**src/shared/qax_pkg.sv**
```systemverilog
// Functional notes
// - Opcode 22 loads extension from word at address plus index, portion selected.
// - Opcode 23 stores extension into addressed word; extension keeps its value.
// - Store alters only the selected portion; bits 0-7 go into any third.
// - Opcode 24 complements extension; low 18 instruction bits ignored.
// - Complement of all zeros gives all ones, negative zero.
// - Opcode 25 rotates extension left by low 6 bits plus index, max 63.
// - Rotate time 32 or 36 us by count; each four more add 4 us.
// - Opcode 26 copies accumulator to extension; other fields and repeat ignored.
// - Opcode 27 tests sign bit 23; even selectors jump positive, odd negative, 4-7 return.
// - Sign jump rotates extension left one for selectors 0,1,4,5.
// - Trace control turns any taken sign jump into return jump to zero.
// - Repeated sign jump ends the repeat when the jump is taken.
// - Sign jump 40 us (20 repeat) untaken, 40 taken, 56 for trace or return.
// - Opcode 31 adds address field plus index to accumulator as constant.
// - Opcode 32 adds selected portion of addressed word to accumulator.
// - Opcode 33 adds word to accumulator and writes sum back to that word.
// - Load, store and add take 40 us, 20 us per repeated step.
// - Complement takes 36 us, 16 us per repeated step.
// - Copy and add constant take 32 us, 12 us per repeated step.
// - Nonzero index selector adds that index register to the 15-bit field.
// - Accumulator and extension are 24 bits each.
`default_nettype none
package qax_pkg;
  localparam int CLK_NS = 40;

  // Command word field positions
  localparam int Y_LSB = 0;
  localparam int M_LSB = 15;
  localparam int B_LSB = 18;
  localparam int OP_LSB = 21;
  localparam int R_LSB = 27;

  // Opcodes (octal 22..27, 31..33)
  localparam logic [5:0] OP_LOAD = 6'h12;
  localparam logic [5:0] OP_STORE = 6'h13;
  localparam logic [5:0] OP_COMP = 6'h14;
  localparam logic [5:0] OP_ROT = 6'h15;
  localparam logic [5:0] OP_COPY = 6'h16;
  localparam logic [5:0] OP_JUMP = 6'h17;
  localparam logic [5:0] OP_ADDC = 6'h19;
  localparam logic [5:0] OP_ADD = 6'h1a;
  localparam logic [5:0] OP_ADR = 6'h1b;

  // Register byte offsets
  localparam logic [7:0] A_CMD = 8'h00;
  localparam logic [7:0] A_STAT = 8'h04;
  localparam logic [7:0] A_ACC = 8'h08;
  localparam logic [7:0] A_EXT = 8'h0c;
  localparam logic [7:0] A_PC = 8'h10;
  localparam logic [7:0] A_CTRL = 8'h14;
  localparam logic [7:0] A_IDX = 8'h20;

  localparam logic [23:0] RST_WORD = 24'h000000;
  localparam logic [14:0] RST_PC = 15'h0000;

  // Portion selector codes
  localparam logic [2:0] M_LOW = 3'h1;
  localparam logic [2:0] M_MID = 3'h2;
  localparam logic [2:0] M_HIGH = 3'h3;

  // Operation times in microseconds
  localparam int T_MEM_US = 40;
  localparam int T_MEM_REP_US = 20;
  localparam int T_COMP_US = 36;
  localparam int T_COMP_REP_US = 16;
  localparam int T_XFER_US = 32;
  localparam int T_XFER_REP_US = 12;
  localparam int T_ROT_US = 32;
  localparam int T_ROT_LONG_US = 36;
  localparam int T_ROT_STEP_US = 4;
  localparam int T_JRET_US = 56;
  localparam int T_ADR_US = 60;
  localparam int T_ADR_REP_US = 40;

  // Same times as clock cycles
  localparam logic [11:0] C_MEM = 12'(T_MEM_US * 1000 / CLK_NS);
  localparam logic [11:0] C_MEM_REP = 12'(T_MEM_REP_US * 1000 / CLK_NS);
  localparam logic [11:0] C_COMP = 12'(T_COMP_US * 1000 / CLK_NS);
  localparam logic [11:0] C_COMP_REP = 12'(T_COMP_REP_US * 1000 / CLK_NS);
  localparam logic [11:0] C_XFER = 12'(T_XFER_US * 1000 / CLK_NS);
  localparam logic [11:0] C_XFER_REP = 12'(T_XFER_REP_US * 1000 / CLK_NS);
  localparam logic [11:0] C_ROT = 12'(T_ROT_US * 1000 / CLK_NS);
  localparam logic [11:0] C_ROT_LONG = 12'(T_ROT_LONG_US * 1000 / CLK_NS);
  localparam logic [11:0] C_ROT_STEP = 12'(T_ROT_STEP_US * 1000 / CLK_NS);
  localparam logic [11:0] C_JRET = 12'(T_JRET_US * 1000 / CLK_NS);
  localparam logic [11:0] C_ADR = 12'(T_ADR_US * 1000 / CLK_NS);
  localparam logic [11:0] C_ADR_REP = 12'(T_ADR_REP_US * 1000 / CLK_NS);

  typedef enum logic [2:0] {
    S_IDLE = 3'b000,
    S_DISP = 3'b001,
    S_RD   = 3'b010,
    S_WR   = 3'b011,
    S_WAIT = 3'b100
  } qax_state_e;
endpackage
`default_nettype wire

```
**src/verilog/qax_exec.sv**
```systemverilog
// Implementation choices: the APB register port and the register offsets.
`timescale 1ns/1ps
`default_nettype none
module qax_exec (
  input  wire logic        pclk,
  input  wire logic        presetn,
  input  wire logic        psel,
  input  wire logic        penable,
  input  wire logic        pwrite,
  input  wire logic [7:0]  paddr,
  input  wire logic [31:0] pwdata,
  output logic [31:0]      prdata,
  output logic             pready,
  output logic             pslverr,
  output logic             mem_req,
  output logic             mem_we,
  output logic [14:0]      mem_addr,
  output logic [23:0]      mem_wdata,
  input  wire logic [23:0] mem_rdata,
  input  wire logic        mem_ack,
  output logic             busy
);

  // ****************************************
  // Functions
  // ****************************************

  // One's complement add with end-around carry
  function automatic logic [23:0] oc_add(input logic [23:0] a,
                                         input logic [23:0] b);
    logic [24:0] s;
    s = {1'b0, a} + {1'b0, b};
    return s[23:0] + {23'h0, s[24]};
  endfunction

  // Circular left rotate of a 24-bit word
  function automatic logic [23:0] rotl(input logic [23:0] w,
                                       input logic [5:0] n);
    logic [47:0] d;
    logic [5:0]  k;
    k = n % 6'd24;
    d = {w, w} << k;
    return d[47:24];
  endfunction

  // Selected portion, right aligned
  function automatic logic [23:0] portion(input logic [23:0] w,
                                          input logic [2:0] m);
    portion = w;
    case (m)
      qax_pkg::M_LOW:  portion = {16'h0000, w[7:0]};
      qax_pkg::M_MID:  portion = {16'h0000, w[15:8]};
      qax_pkg::M_HIGH: portion = {16'h0000, w[23:16]};
      default:         portion = w;
    endcase
  endfunction

  // Only the selected third changes; others keep memory
  function automatic logic [23:0] merge(input logic [23:0] w,
                                        input logic [7:0] v,
                                        input logic [2:0] m);
    merge = w;
    case (m)
      qax_pkg::M_LOW:  merge[7:0] = v;
      qax_pkg::M_MID:  merge[15:8] = v;
      qax_pkg::M_HIGH: merge[23:16] = v;
      default:         merge = w;
    endcase
  endfunction

  // Rotation time grows 4 us per four extra positions
  function automatic logic [11:0] rot_time(input logic [5:0] n);
    logic [5:0] d;
    d = n - 6'd12;
    if (n >= 6'd12) begin
      rot_time = qax_pkg::C_ROT_LONG + C_ROT_STEP_X(d);
    end else if (n == 6'd3 || n == 6'd7 || n == 6'd11) begin
      rot_time = qax_pkg::C_ROT_LONG;
    end else begin
      rot_time = qax_pkg::C_ROT;
    end
  endfunction

  function automatic logic [11:0] C_ROT_STEP_X(input logic [5:0] d);
    return qax_pkg::C_ROT_STEP * {8'h00, d[5:2]};
  endfunction

  function automatic logic op_legal(input logic [5:0] o);
    return o == qax_pkg::OP_LOAD || o == qax_pkg::OP_STORE ||
           o == qax_pkg::OP_COMP || o == qax_pkg::OP_ROT ||
           o == qax_pkg::OP_COPY || o == qax_pkg::OP_JUMP ||
           o == qax_pkg::OP_ADDC || o == qax_pkg::OP_ADD ||
           o == qax_pkg::OP_ADR;
  endfunction

  function automatic logic mapped(input logic [7:0] a);
    return a == qax_pkg::A_CMD || a == qax_pkg::A_STAT ||
           a == qax_pkg::A_ACC || a == qax_pkg::A_EXT ||
           a == qax_pkg::A_PC || a == qax_pkg::A_CTRL ||
           (a > qax_pkg::A_IDX && a < 8'h40 && a[1:0] == 2'b00);
  endfunction

  // ****************************************
  // State and fields
  // ****************************************

  qax_pkg::qax_state_e state;
  logic [23:0] acc;
  logic [23:0] ext;
  logic [14:0] pc;
  logic        trace;
  logic [14:0] idx [1:7];
  logic [31:0] cmd;
  logic [4:0]  rep_left;
  logic        first;
  logic [14:0] addr;
  logic [11:0] timer;
  logic        last_jump;

  logic [5:0]  op;
  logic [2:0]  msel;
  logic        wr_en;
  logic        start_cmd;
  logic [2:0]  new_b;
  logic [14:0] new_y;
  logic [14:0] new_eff;
  logic        jcond;
  logic        jret;
  logic [14:0] jtgt;
  logic [11:0] step_time;
  logic        step_end;

  assign op = cmd[qax_pkg::OP_LSB +: 6];
  assign msel = cmd[qax_pkg::M_LSB +: 3];
  assign wr_en = psel && penable && pwrite;
  assign start_cmd = wr_en && paddr == qax_pkg::A_CMD &&
                     state == qax_pkg::S_IDLE &&
                     op_legal(pwdata[qax_pkg::OP_LSB +: 6]);
  assign new_b = pwdata[qax_pkg::B_LSB +: 3];
  assign new_y = pwdata[qax_pkg::Y_LSB +: 15];

  // Field plus chosen index register
  assign new_eff = (new_b != 3'h0) ? new_y + idx[new_b] : new_y;

  // Sign test: even selector wants positive, odd negative
  assign jcond = msel[0] ? ext[23] : !ext[23];
  assign jret = msel[2] || trace;
  assign jtgt = trace ? 15'h0000 : addr;
  assign step_end = state == qax_pkg::S_WAIT && timer <= 12'd1;
  assign busy = state != qax_pkg::S_IDLE;

  // Step time chosen at dispatch
  always_comb begin
    step_time = qax_pkg::C_XFER;
    unique case (op)
      qax_pkg::OP_LOAD, qax_pkg::OP_STORE, qax_pkg::OP_ADD: begin
        step_time = first ? qax_pkg::C_MEM : qax_pkg::C_MEM_REP;
      end
      qax_pkg::OP_COMP: begin
        step_time = first ? qax_pkg::C_COMP : qax_pkg::C_COMP_REP;
      end
      qax_pkg::OP_COPY, qax_pkg::OP_ADDC: begin
        step_time = first ? qax_pkg::C_XFER : qax_pkg::C_XFER_REP;
      end
      qax_pkg::OP_ROT: begin
        step_time = rot_time(addr[5:0]);
      end
      qax_pkg::OP_JUMP: begin
        if (!jcond) begin
          step_time = first ? qax_pkg::C_MEM : qax_pkg::C_MEM_REP;
        end else begin
          step_time = jret ? qax_pkg::C_JRET : qax_pkg::C_MEM;
        end
      end
      qax_pkg::OP_ADR: begin
        step_time = first ? qax_pkg::C_ADR : qax_pkg::C_ADR_REP;
      end
      default: step_time = qax_pkg::C_XFER;
    endcase
  end

  // ****************************************
  // Sequencer
  // ****************************************

  // Memory slower than the step time simply stretches the step
  always_ff @(posedge pclk or negedge presetn) begin
    if (!presetn) begin
      state <= qax_pkg::S_IDLE;
    end else begin
      unique case (state)
        qax_pkg::S_IDLE: begin
          if (start_cmd) begin
            state <= qax_pkg::S_DISP;
          end
        end
        qax_pkg::S_DISP: begin
          if (op == qax_pkg::OP_LOAD || op == qax_pkg::OP_ADD ||
              op == qax_pkg::OP_ADR) begin
            state <= qax_pkg::S_RD;
          end else if (op == qax_pkg::OP_STORE) begin
            // Partial store needs the old word first
            state <= (msel == 3'h0 || msel > qax_pkg::M_HIGH) ?
                     qax_pkg::S_WR : qax_pkg::S_RD;
          end else if (op == qax_pkg::OP_JUMP && jcond && jret) begin
            state <= qax_pkg::S_WR;
          end else begin
            state <= qax_pkg::S_WAIT;
          end
        end
        qax_pkg::S_RD: begin
          if (mem_ack) begin
            state <= (op == qax_pkg::OP_STORE || op == qax_pkg::OP_ADR) ?
                     qax_pkg::S_WR : qax_pkg::S_WAIT;
          end
        end
        qax_pkg::S_WR: begin
          if (mem_ack) begin
            state <= qax_pkg::S_WAIT;
          end
        end
        qax_pkg::S_WAIT: begin
          if (step_end) begin
            state <= (rep_left != 5'h00) ? qax_pkg::S_DISP : qax_pkg::S_IDLE;
          end
        end
        default: state <= qax_pkg::S_IDLE;
      endcase
    end
  end

  // Command latch, repeat count and operand address
  always_ff @(posedge pclk or negedge presetn) begin
    if (!presetn) begin
      cmd <= 32'h00000000;
      rep_left <= 5'h00;
      first <= 1'b0;
      addr <= qax_pkg::RST_PC;
    end else if (start_cmd) begin
      cmd <= pwdata;
      // Copy has no repeat
      rep_left <= (pwdata[qax_pkg::OP_LSB +: 6] == qax_pkg::OP_COPY) ?
                  5'h00 : pwdata[qax_pkg::R_LSB +: 5];
      first <= 1'b1;
      addr <= new_eff;
    end else if (state == qax_pkg::S_DISP && op == qax_pkg::OP_JUMP &&
                 jcond) begin
      rep_left <= 5'h00;
    end else if (step_end && rep_left != 5'h00) begin
      rep_left <= rep_left - 5'h01;
      first <= 1'b0;
      if (op == qax_pkg::OP_LOAD || op == qax_pkg::OP_STORE ||
          op == qax_pkg::OP_ADD || op == qax_pkg::OP_ADR) begin
        addr <= addr + 15'h0001;
      end
    end
  end

  // Step timer
  always_ff @(posedge pclk or negedge presetn) begin
    if (!presetn) begin
      timer <= 12'h000;
    end else if (state == qax_pkg::S_DISP) begin
      timer <= step_time - 12'h001;
    end else if (timer != 12'h000) begin
      timer <= timer - 12'h001;
    end
  end

  // ****************************************
  // Datapath
  // ****************************************

  // Software writes only land while idle
  always_ff @(posedge pclk or negedge presetn) begin
    if (!presetn) begin
      acc <= qax_pkg::RST_WORD;
      ext <= qax_pkg::RST_WORD;
      pc <= qax_pkg::RST_PC;
    end else if (state == qax_pkg::S_IDLE) begin
      if (wr_en && paddr == qax_pkg::A_ACC) begin
        acc <= pwdata[23:0];
      end
      if (wr_en && paddr == qax_pkg::A_EXT) begin
        ext <= pwdata[23:0];
      end
      if (wr_en && paddr == qax_pkg::A_PC) begin
        pc <= pwdata[14:0];
      end
    end else if (state == qax_pkg::S_DISP) begin
      unique case (op)
        qax_pkg::OP_COMP: ext <= ~ext;
        qax_pkg::OP_ROT: ext <= rotl(ext, addr[5:0]);
        qax_pkg::OP_COPY: ext <= acc;
        qax_pkg::OP_ADDC: acc <= oc_add(acc, {9'h000, addr});
        qax_pkg::OP_JUMP: begin
          if (!msel[1]) begin
            ext <= rotl(ext, 6'd1);
          end
          if (jcond) begin
            pc <= jret ? jtgt + 15'h0001 : jtgt;
          end
        end
        default: acc <= acc;
      endcase
    end else if (state == qax_pkg::S_RD && mem_ack) begin
      unique case (op)
        qax_pkg::OP_LOAD: ext <= portion(mem_rdata, msel);
        qax_pkg::OP_ADD: acc <= oc_add(acc, portion(mem_rdata, msel));
        qax_pkg::OP_ADR: acc <= oc_add(acc, mem_rdata);
        default: ext <= ext;
      endcase
    end
  end

  // Memory address and write data
  always_ff @(posedge pclk or negedge presetn) begin
    if (!presetn) begin
      mem_addr <= 15'h0000;
      mem_wdata <= qax_pkg::RST_WORD;
    end else if (state == qax_pkg::S_DISP) begin
      mem_addr <= (op == qax_pkg::OP_JUMP) ? jtgt : addr;
      // Whole store, or saved continuation for a return jump
      mem_wdata <= (op == qax_pkg::OP_JUMP) ? {9'h000, pc} : ext;
    end else if (state == qax_pkg::S_RD && mem_ack) begin
      mem_wdata <= (op == qax_pkg::OP_ADR) ? oc_add(acc, mem_rdata) :
                   merge(mem_rdata, ext[7:0], msel);
    end
  end

  assign mem_req = state == qax_pkg::S_RD || state == qax_pkg::S_WR;
  assign mem_we = state == qax_pkg::S_WR;

  // Jump outcome kept for status
  always_ff @(posedge pclk or negedge presetn) begin
    if (!presetn) begin
      last_jump <= 1'b0;
    end else if (start_cmd) begin
      last_jump <= 1'b0;
    end else if (state == qax_pkg::S_DISP && op == qax_pkg::OP_JUMP) begin
      last_jump <= jcond;
    end
  end

  // ****************************************
  // APB slave
  // ****************************************

  // Trace and index registers
  always_ff @(posedge pclk or negedge presetn) begin
    if (!presetn) begin
      trace <= 1'b0;
      for (int i = 1; i < 8; i++) begin
        idx[i] <= 15'h0000;
      end
    end else if (wr_en) begin
      if (paddr == qax_pkg::A_CTRL) begin
        trace <= pwdata[0];
      end
      for (int i = 1; i < 8; i++) begin
        if (paddr == qax_pkg::A_IDX + 8'(4 * i) && !busy) begin
          idx[i] <= pwdata[14:0];
        end
      end
    end
  end

  // Read data loaded in setup so it is a flop in access
  always_ff @(posedge pclk or negedge presetn) begin
    if (!presetn) begin
      prdata <= 32'h00000000;
    end else if (psel && !penable && !pwrite) begin
      prdata <= 32'h00000000;
      case (paddr)
        qax_pkg::A_CMD:  prdata <= cmd;
        qax_pkg::A_STAT: prdata <= {30'h00000000, last_jump, busy};
        qax_pkg::A_ACC:  prdata <= {8'h00, acc};
        qax_pkg::A_EXT:  prdata <= {8'h00, ext};
        qax_pkg::A_PC:   prdata <= {17'h00000, pc};
        qax_pkg::A_CTRL: prdata <= {31'h00000000, trace};
        default: begin
          if (mapped(paddr)) begin
            prdata <= {17'h00000, idx[paddr[4:2]]};
          end
        end
      endcase
    end
  end

  assign pready = 1'b1;
  assign pslverr = psel && penable && !mapped(paddr);

  // ****************************************
  // Checks
  // ****************************************

  property p_comp;
    @(posedge pclk) disable iff (!presetn)
    state == qax_pkg::S_DISP && op == qax_pkg::OP_COMP |=> ext == ~$past(ext);
  endproperty
  a_comp: assert property (p_comp) else $error("complement wrong");

  property p_negzero;
    @(posedge pclk) disable iff (!presetn)
    state == qax_pkg::S_DISP && op == qax_pkg::OP_COMP && ext == 24'h000000
    |=> ext == 24'hffffff;
  endproperty
  a_negzero: assert property (p_negzero) else $error("no negative zero");

  property p_store_keep;
    @(posedge pclk) disable iff (!presetn)
    state == qax_pkg::S_WR && op == qax_pkg::OP_STORE |=> $stable(ext);
  endproperty
  a_store_keep: assert property (p_store_keep) else $error("store moved ext");

  property p_third;
    @(posedge pclk) disable iff (!presetn)
    mem_we && op == qax_pkg::OP_STORE && msel == qax_pkg::M_MID
    |-> mem_wdata[15:8] == ext[7:0];
  endproperty
  a_third: assert property (p_third) else $error("third not stored");

  property p_copy;
    @(posedge pclk) disable iff (!presetn)
    state == qax_pkg::S_DISP && op == qax_pkg::OP_COPY
    |=> ext == $past(acc) && $stable(acc) ##1 $stable(ext);
  endproperty
  a_copy: assert property (p_copy) else $error("copy wrong");

  property p_hold;
    @(posedge pclk) disable iff (!presetn)
    state == qax_pkg::S_DISP && op == qax_pkg::OP_JUMP && msel[1] |=> $stable(ext);
  endproperty
  a_hold: assert property (p_hold) else $error("ext shifted");

  property p_trace;
    @(posedge pclk) disable iff (!presetn)
    state == qax_pkg::S_DISP && op == qax_pkg::OP_JUMP && jcond && trace
    |=> pc == 15'h0001 ##[1:3] (mem_we && mem_addr == 15'h0000);
  endproperty
  a_trace: assert property (p_trace) else $error("trace jump wrong");

  property p_rep_end;
    @(posedge pclk) disable iff (!presetn)
    state == qax_pkg::S_DISP && op == qax_pkg::OP_JUMP && jcond
    |=> rep_left == 5'h00;
  endproperty
  a_rep_end: assert property (p_rep_end) else $error("repeat not ended");

  property p_load_time;
    @(posedge pclk) disable iff (!presetn)
    state == qax_pkg::S_DISP && op == qax_pkg::OP_LOAD && first
    |=> timer == qax_pkg::C_MEM - 12'h001;
  endproperty
  a_load_time: assert property (p_load_time) else $error("load time wrong");

endmodule
`default_nettype wire

```
**config.mk**
```make
export PLATFORM = sky130hd
export DESIGN_NAME = qax_exec
export DESIGN_NICKNAME = d
export VERILOG_FILES = /design/src/shared/qax_pkg.sv /design/src/verilog/qax_exec.sv
export SDC_FILE = /design/constraint.sdc
export NUM_CORES = 1
export LEC_CHECK = 0
export BUFFER_PORTS_ARGS = -buffer_cell sky130_fd_sc_hd__buf_2
export CAP_MARGIN = 15
export CORE_MARGIN = 2
export CORE_UTILIZATION = 43
export CTS_BUF_LIST = sky130_fd_sc_hd__clkbuf_16
export DETAILED_ROUTE_END_ITERATION = 10
export SLEW_MARGIN = 10
export SYNTH_ARGS = -nofsm -noshare
export SYNTH_HDL_FRONTEND = slang
export SYNTH_SLANG_ARGS = --single-unit
```
**constraint.sdc**
```tcl
create_clock -name pclk -period 17.12 [get_ports pclk]
set_clock_uncertainty 0.05 [all_clocks]
set_input_delay 1.712 -clock pclk [delete_from_list [all_inputs] [get_ports pclk]]
set_output_delay 1.712 -clock pclk [all_outputs]
set_load 0.03 [all_outputs]
```
==> results.ini, run 1 <==
[setup_path]
cp.arrival_ns = 7.79
worst-setup-path-type = reg -> reg
worst_setup_path_end_kind = flip-flop
cp-start-kind = flip-flop
crit_fanout = 21
required_ns = 17.57

[timing]
fin_crit_sh_pct = 42.91
fmax_mhz = 136.1
finalWorstSetupSlack_ns = 9.774
setup_tns_ns = 0
slew_violations = 0
final_hold_viol_count = 0
finalSetupViolations = 0
relSlewSlack_pct = 20.91
rsz0062_at_grt = false
post-route-min-period_ns = 7.346
worst_pin_slew_ns = 1.157

[floorplanning]
start_util_pct = 43.51
core_mm2 = 0.06036
die_h_um = 251.1
die-area_mm2 = 0.06307
rows = 90
io_pins = 146
fp.dieW_um = 251.1

[placement]
placed_cell_area_mm2 = 0.02759
hpwl_um = 83340
dp.cells = 3886
port-buffer-count = 144
gp_congestion = 1.021
place_ws_ns = 9.417

[drt]
num_vias = 26111
route.met2.wl_um = 49610
drt-wirelength-per-cell_um = 28.42
post-route-drc-count = 0
wl_met1_um = 46740
drtIter0Drc = 3118
top_layer = met5
route.met3.wl_um = 10490
vias_per_cell = 6.597
ant_nets = 0
wl_um = 112500
dr.pass1.iters = 8

[clock_tree]
cts-root-buf = clkbuf_16
h-tree-depth = 2
cts_inserted_buffers = 39
clkTransAtPathRegs_ns = 0.06
cts_setup_buffers = 0
cts_buffer_depth = 3
cts_tree = yes
post_cts_resized = 0
clock_sink_count = 309
clk_latency_ns = 0.58
cts_hold_buf = 0

[final_layout]
final_cell_mix = nand2_1, dfrtp_1, a21oi_1, o21ai_0, nor2_1
nets = 3328
ff_latch_area_mm2 = 0.007734
layout.cells.non_filler = 3958
design_area_mm2 = 0.02884
layout.cells.most_common = nand2_1
nFillCells = 5868
area_growth_pct = 9.828
final_layout_size_suffix_gt1_share_pct = 16.19
multiInputGateArea_mm2 = 0.01737

[synth]
yosys_warnings = 0
ys_async_sr_fraction_pct = 100.0
netlist_instances = 3130
yosysSeqAreaShare_pct = 29.44
synthFlopType = dfrtp_1
synth_edf_count = 0
ys_seq_elements = 309
synth.net_count = 3311
avgSynthCellArea_um2 = 8.391
syn_area_mm2 = 0.02626
yosysUniqueCellTypes = 99

[power]
ir_worst_vdd_mv = 0.08089
power_mw = 3.566
total_leakage_power_nw = 12.45
power_density_mw_per_mm2 = 123.6

[hold_path]
min_path_type = reg -> reg

[run_status]
status = completed

[global_routing]
antenna_found_initial = 8
grt_pass1_wl_um = 165200
grt_use_total_pct = 34.98
overflow = 0
grt_pass1_vias = 25067
grt_max_degree = 173

[run]
maxCapViolCount = 0

## metal layers
layer	global-route usage [%]	vias up
met1	47.45	12889
met3	6.999	255
met4	15.97	6
met2	53.88	1355
li1	-	11606
met5	0	-
## sequential cells by signal, summed over array words and instances, names as in the netlist
register and count:
trace 1, pc 15, mem_wdata 24, ext 24, acc 24, state 3, last_jump 1, prdata 32
timer 12, rep_left 5, mem_addr 15, idx 105, addr 15, cmd 32, first 1
## synthesized netlist by cell type (19+ instances only)
cell type / number / area, µm²
a211oi_1: 67 / 503.0
a21o_1: 32 / 240.2
a21oi_1: 234 / 1171
a221oi_1: 46 / 402.9
a222oi_1: 23 / 230.2
a22o_1: 29 / 254.0
a22oi_1: 55 / 412.9
a31oi_1: 33 / 206.5
and2_1: 35 / 219.0
and3_1: 34 / 212.7
buf_1: 24 / 90.09
clkbuf_1: 198 / 743.2
dfrtp_1: 309 / 7732
ha_1: 106 / 1326
inv_1: 64 / 240.2
mux2_2: 149 / 1678
mux2i_1: 65 / 650.6
mux4_2: 45 / 1013
nand2_1: 439 / 1648
nand2b_1: 27 / 168.9
nand3_1: 87 / 435.4
nand4_1: 29 / 181.4
nor2_1: 214 / 803.3
nor2b_1: 21 / 131.4
nor3_1: 49 / 245.2
o211ai_1: 34 / 255.2
o21a_1: 22 / 165.2
o21ai_0: 218 / 1091
o31ai_1: 19 / 142.6
xnor2_1: 102 / 893.4
xor2_1: 70 / 613.1
## final cells by class
type / instances / area share, %
Multi-Input combinational cell: 2515 / 60.22
Sequential cell: 309 / 26.81
Timing Repair Buffer: 215 / 4.429
Tap cell: 782 / 3.392
Clock buffer: 39 / 3.384
Clock inverter: 30 / 0.8849
Inverter: 67 / 0.8719
Antenna cell: 1 / 0.008676
## worst max-delay path, stage by stage (launching register included)
cell,delay [ns]
dfrtp_1,0.59
nand2b_1,0.65
o21ai_0,0.63
ha_1,0.29
inv_1,0.07
fa_1,0.40
nor2b_1,0.19
o31ai_1,0.17
a2111oi_0,0.63
o31ai_1,0.22
nand2_1,0.15
a21o_1,0.12
a21oi_1,0.06
nor2b_1,0.13
o21ai_0,0.08
nand2b_1,0.09
ha_1,0.20
nand3_1,0.14
a211oi_1,0.28
nand4_1,0.22
nor4_1,0.74
nand2_1,0.26
or3_1,0.44
xor2_1,0.14
o21ai_1,0.07
a211oi_1,0.23
## where the power goes
group          switching, mW  leakage (nW)  total, mW  internal, mW
Clock                  0.358         0.622      0.823         0.465
Sequential             0.131          4.12      0.927         0.796
Combinational           1.16          7.70       1.82         0.654
Total                   1.65          12.4       3.57          1.92
## kinds of logic after synthesis
family / Yosys count / synth area share [%]
muxes: 260 / 12.78
adders and majority gates: 111 / 5.431
and+or+nand+nor: 1012 / 17.68
AOI/OAI and AO/OA: 958 / 24.22
other: 1 / 0.01428
xor gates and xnor gates: 173 / 5.798
DFF: 309 / 29.44
buffers and inverters: 306 / 4.631
## stage by stage
| stage | hold WS [ns] | util (%) |
|---|---|---|
| final | 0.4192 | 47.79 |
| after floorplan | 0.3876 | - |
| after CTS | 0.4197 | 47.76 |
| after global placement | 0.3986 | 45.72 |
| after detailed placement | 0.4056 | 45.72 |
| after global routing | 0.4315 | 47.79 |
## final timing paths
| path | start | to | slack [ns] | depth (start not counted) |
|---|---|---|---|---|
| max in group asynchronous | presetn | idx[70] | 14.54 | 2 |
| max reg2reg | cmd[17] | acc[19] | 9.77 | 25 |
| max | cmd[17] | acc[19] | 9.77 | 25 |
| min in group asynchronous | presetn | timer[0] | 1.07 | 1 |
| min | prdata[30] | prdata[30] | 0.42 | 2 |
| min reg2reg | prdata[30] | prdata[30] | 0.42 | 2 |
Power figures use the tool's default switching activity.
==> inputs of run 2 (changes only) <==
- clock period: 17.12 -> 6.9 ns (I/O delays scaled with it)
==> results.ini, run 2 (synthesis results as in run 1) <==
[drt]
dr.pass1.iters = 7  ; -1
num_vias = 26504  ; +1.5%
ant_nets = 0  ; unchanged
post-route-drc-count = 0  ; unchanged
drtIter0Drc = 3363  ; +7.9%
vias_per_cell = 6.659  ; +0.94%
drt-wirelength-per-cell_um = 29.21  ; +2.8%
wl_um = 116300  ; +3.4%

[setup_path]
cp-start-kind = flip-flop
required_ns = 7.32  ; -10.25 ns
worst_setup_path_end_kind = flip-flop
cp_slowest_cell = o21bai_1
cpMostUsedCell = buf_4
slowest_delay_ns = 0.53  ; -0.21 ns
cp_top_family = simple AND/OR/NAND/NOR gates
crit_fanout = 18  ; -14%
worst-setup-path-type = reg -> reg
cp.arrival_ns = 6.60  ; -1.19 ns
path_buf_inv = 3  ; +2

[run_status]
status = completed

[final_layout]
nets = 3348  ; +0.60%
utilization_pct = 47.95  ; +0.16 points
top_register = idx
final_layout_size_suffix_gt1_share_pct = 16.49  ; +0.31 points
layout.cells.most_common = nand2_1
final_cell_mix = nand2_1, dfrtp_1, a21oi_1, o21ai_0, nor2_1
layout.cells.non_filler = 3980  ; +0.56%
area_growth_pct = 10.19
ff_latch_area_mm2 = 0.007734  ; unchanged
nFillCells = 5809  ; -1.0%
largest_register_ffs = 105  ; unchanged
multiInputGateArea_mm2 = 0.01737  ; about the same
top_regs = idx: 105 flops, cmd: 32 flops, prdata: 32 flops

[timing]
finalWorstSetupSlack_ns = 0.7194  ; -9.055 ns
fmax_mhz = 161.8  ; +19%
relSlewSlack_pct = 13.47  ; -7.4 points
finalSetupViolations = 0  ; unchanged
post-route-min-period_ns = 6.181  ; -1.165 ns
worst_pin_slew_ns = 1.298  ; +0.1414 ns
final_hold_viol_count = 0  ; unchanged
rsz0062_at_grt = false
setup_tns_ns = 0  ; unchanged
fin_crit_sh_pct = 89.57  ; +47 points
slew_violations = 0  ; unchanged

[power]
p_sw_mw = 4.170  ; +150%
clock_power_share_pct = 21.9  ; -1.2 points
p_comb_share_pct = 52.7  ; +1.8 points
ir_worst_vdd_mv = 0.1922  ; +140%
seqPwrFrac_pct = 25.4  ; -0.6 points
total_leakage_power_nw = 12.53  ; +0.62%
power_density_mw_per_mm2 = 305.6  ; +150%
internal_power_mw = 4.675  ; +140%
switching_share_pct = 47.15  ; +0.87 points

[floorplanning]
start_util_pct = 43.51  ; unchanged
core_mm2 = 0.06036  ; unchanged
die-area_mm2 = 0.06307  ; unchanged
die_h_um = 251.1  ; unchanged
io_pins = 146  ; unchanged
fp.dieW_um = 251.1  ; unchanged
rows = 90  ; unchanged

[clock_tree]
cts-root-buf = clkbuf_16
cts_inserted_buffers = 38  ; -2.6%
cts_setup_buffers = 0  ; unchanged
cts_hold_buf = 0  ; unchanged
cts_tree = yes
clkTransAtPathRegs_ns = 0.06  ; about the same
h-tree-depth = 2  ; unchanged
cts_buffer_depth = 3  ; unchanged
post_cts_resized = 0  ; unchanged
clk_latency_ns = 0.58  ; about the same
clock_sink_count = 309  ; unchanged

[hold_path]
min_path_type = in -> async

[placement]
place_ws_ns = 0.5277  ; -8.890 ns
hpwl_um = 85090  ; +2.1%
gp_congestion = 1.049  ; +2.7%
dp.cells = 3909  ; +0.59%
port-buffer-count = 144  ; unchanged

[global_routing]
antenna_found_initial = 3  ; -5
overflow = 0  ; unchanged
met2_usage_pct = 54.40  ; +0.51 points
grt_max_degree = 149  ; -14%
grt_use_total_pct = 35.90  ; +0.92 points
grt_pass1_vias = 25065  ; -0.0080%
top_usage_layer = met2
use_met1_pct = 49.12  ; +1.7 points
met3_usage_pct = 8.283  ; +1.3 points
grt_pass1_wl_um = 169400  ; +2.5%

[run]
maxCapViolCount = 0  ; unchanged

==> run 2: area by class of cell <==
cell class                      instances  area share, %
Antenna cell                            3        0.02594
Multi-Input combinational cell       2515          60.01
Inverter                               67         0.8690
Timing Repair Buffer                  236          4.955
Tap cell                              782          3.381
Clock buffer                           38          3.286
Clock inverter                         30         0.7523
Sequential cell                       309          26.72
==> run 2: power groups by stage <==
stage	registers, mW	clock network [mW]	logic [mW]
2_1_floorplan	2.23	0	3.05
3_3_place_gp	2.25	0	4.49
3_5_place_dp	2.26	0	4.49
4_1_cts	2.23	1.95	4.52
5_1_grt	2.25	2.03	4.98
6_report	2.25	1.94	4.66
==> run 2: path summary, 6_finish.rpt <==
kind / start / to / slack, ns / cells past startpoint
max: cmd[15] / acc[19] / 0.72 / 25
min: presetn / timer[1] / 0.08 / 1
max reg2reg: cmd[15] / acc[19] / 0.72 / 25
min reg2reg: prdata[30] / prdata[30] / 0.41 / 2
max in group asynchronous: presetn / mem_wdata[11] / 5.14 / 2
min in group pclk: pwdata[24] / cmd[24] / 0.29 / 3
==> run 2: worst register-to-register path, stage by stage (launching register included) <==
cell and delay, ns:
dfrtp_1 0.40, buf_4 0.24, o21bai_1 0.53, buf_4 0.34, and2_1 0.30, ha_1 0.31, nand4_1 0.15, a2111oi_0 0.40
buf_4 0.19, o31ai_1 0.11, nand2_1 0.13, a21o_1 0.12, a21oi_1 0.06, nor2b_1 0.12, o21ai_0 0.10, nand2b_1 0.09
ha_1 0.21, nand3_1 0.13, a211oi_1 0.34, nand4_1 0.23, nor4_1 0.46, nand2_1 0.12, or3_1 0.40, xor2_1 0.15
o21ai_1 0.07, a211oi_1 0.29
==> run 2: through the flow <==
step                      hold slack, ns  power (mW)  area [µm²]
after global placement            0.3973       6.748       27760
after CTS                         0.1647       8.699       28930
after floorplan                   0.3444       5.280       26260
final                            0.08008       8.845       28940
after detailed placement          0.4018       6.753       27760
after global routing              0.1752       9.253       28930
==> run 2: layer usage <==
layer  wire, µm  share of wire (%)  up-vias
li1           -                  -    11635
met1      48800                 42    13077
met2      50030                 43     1507
met3      11380                9.8      283
met4       6046                5.2        2
met5         10             0.0086        -
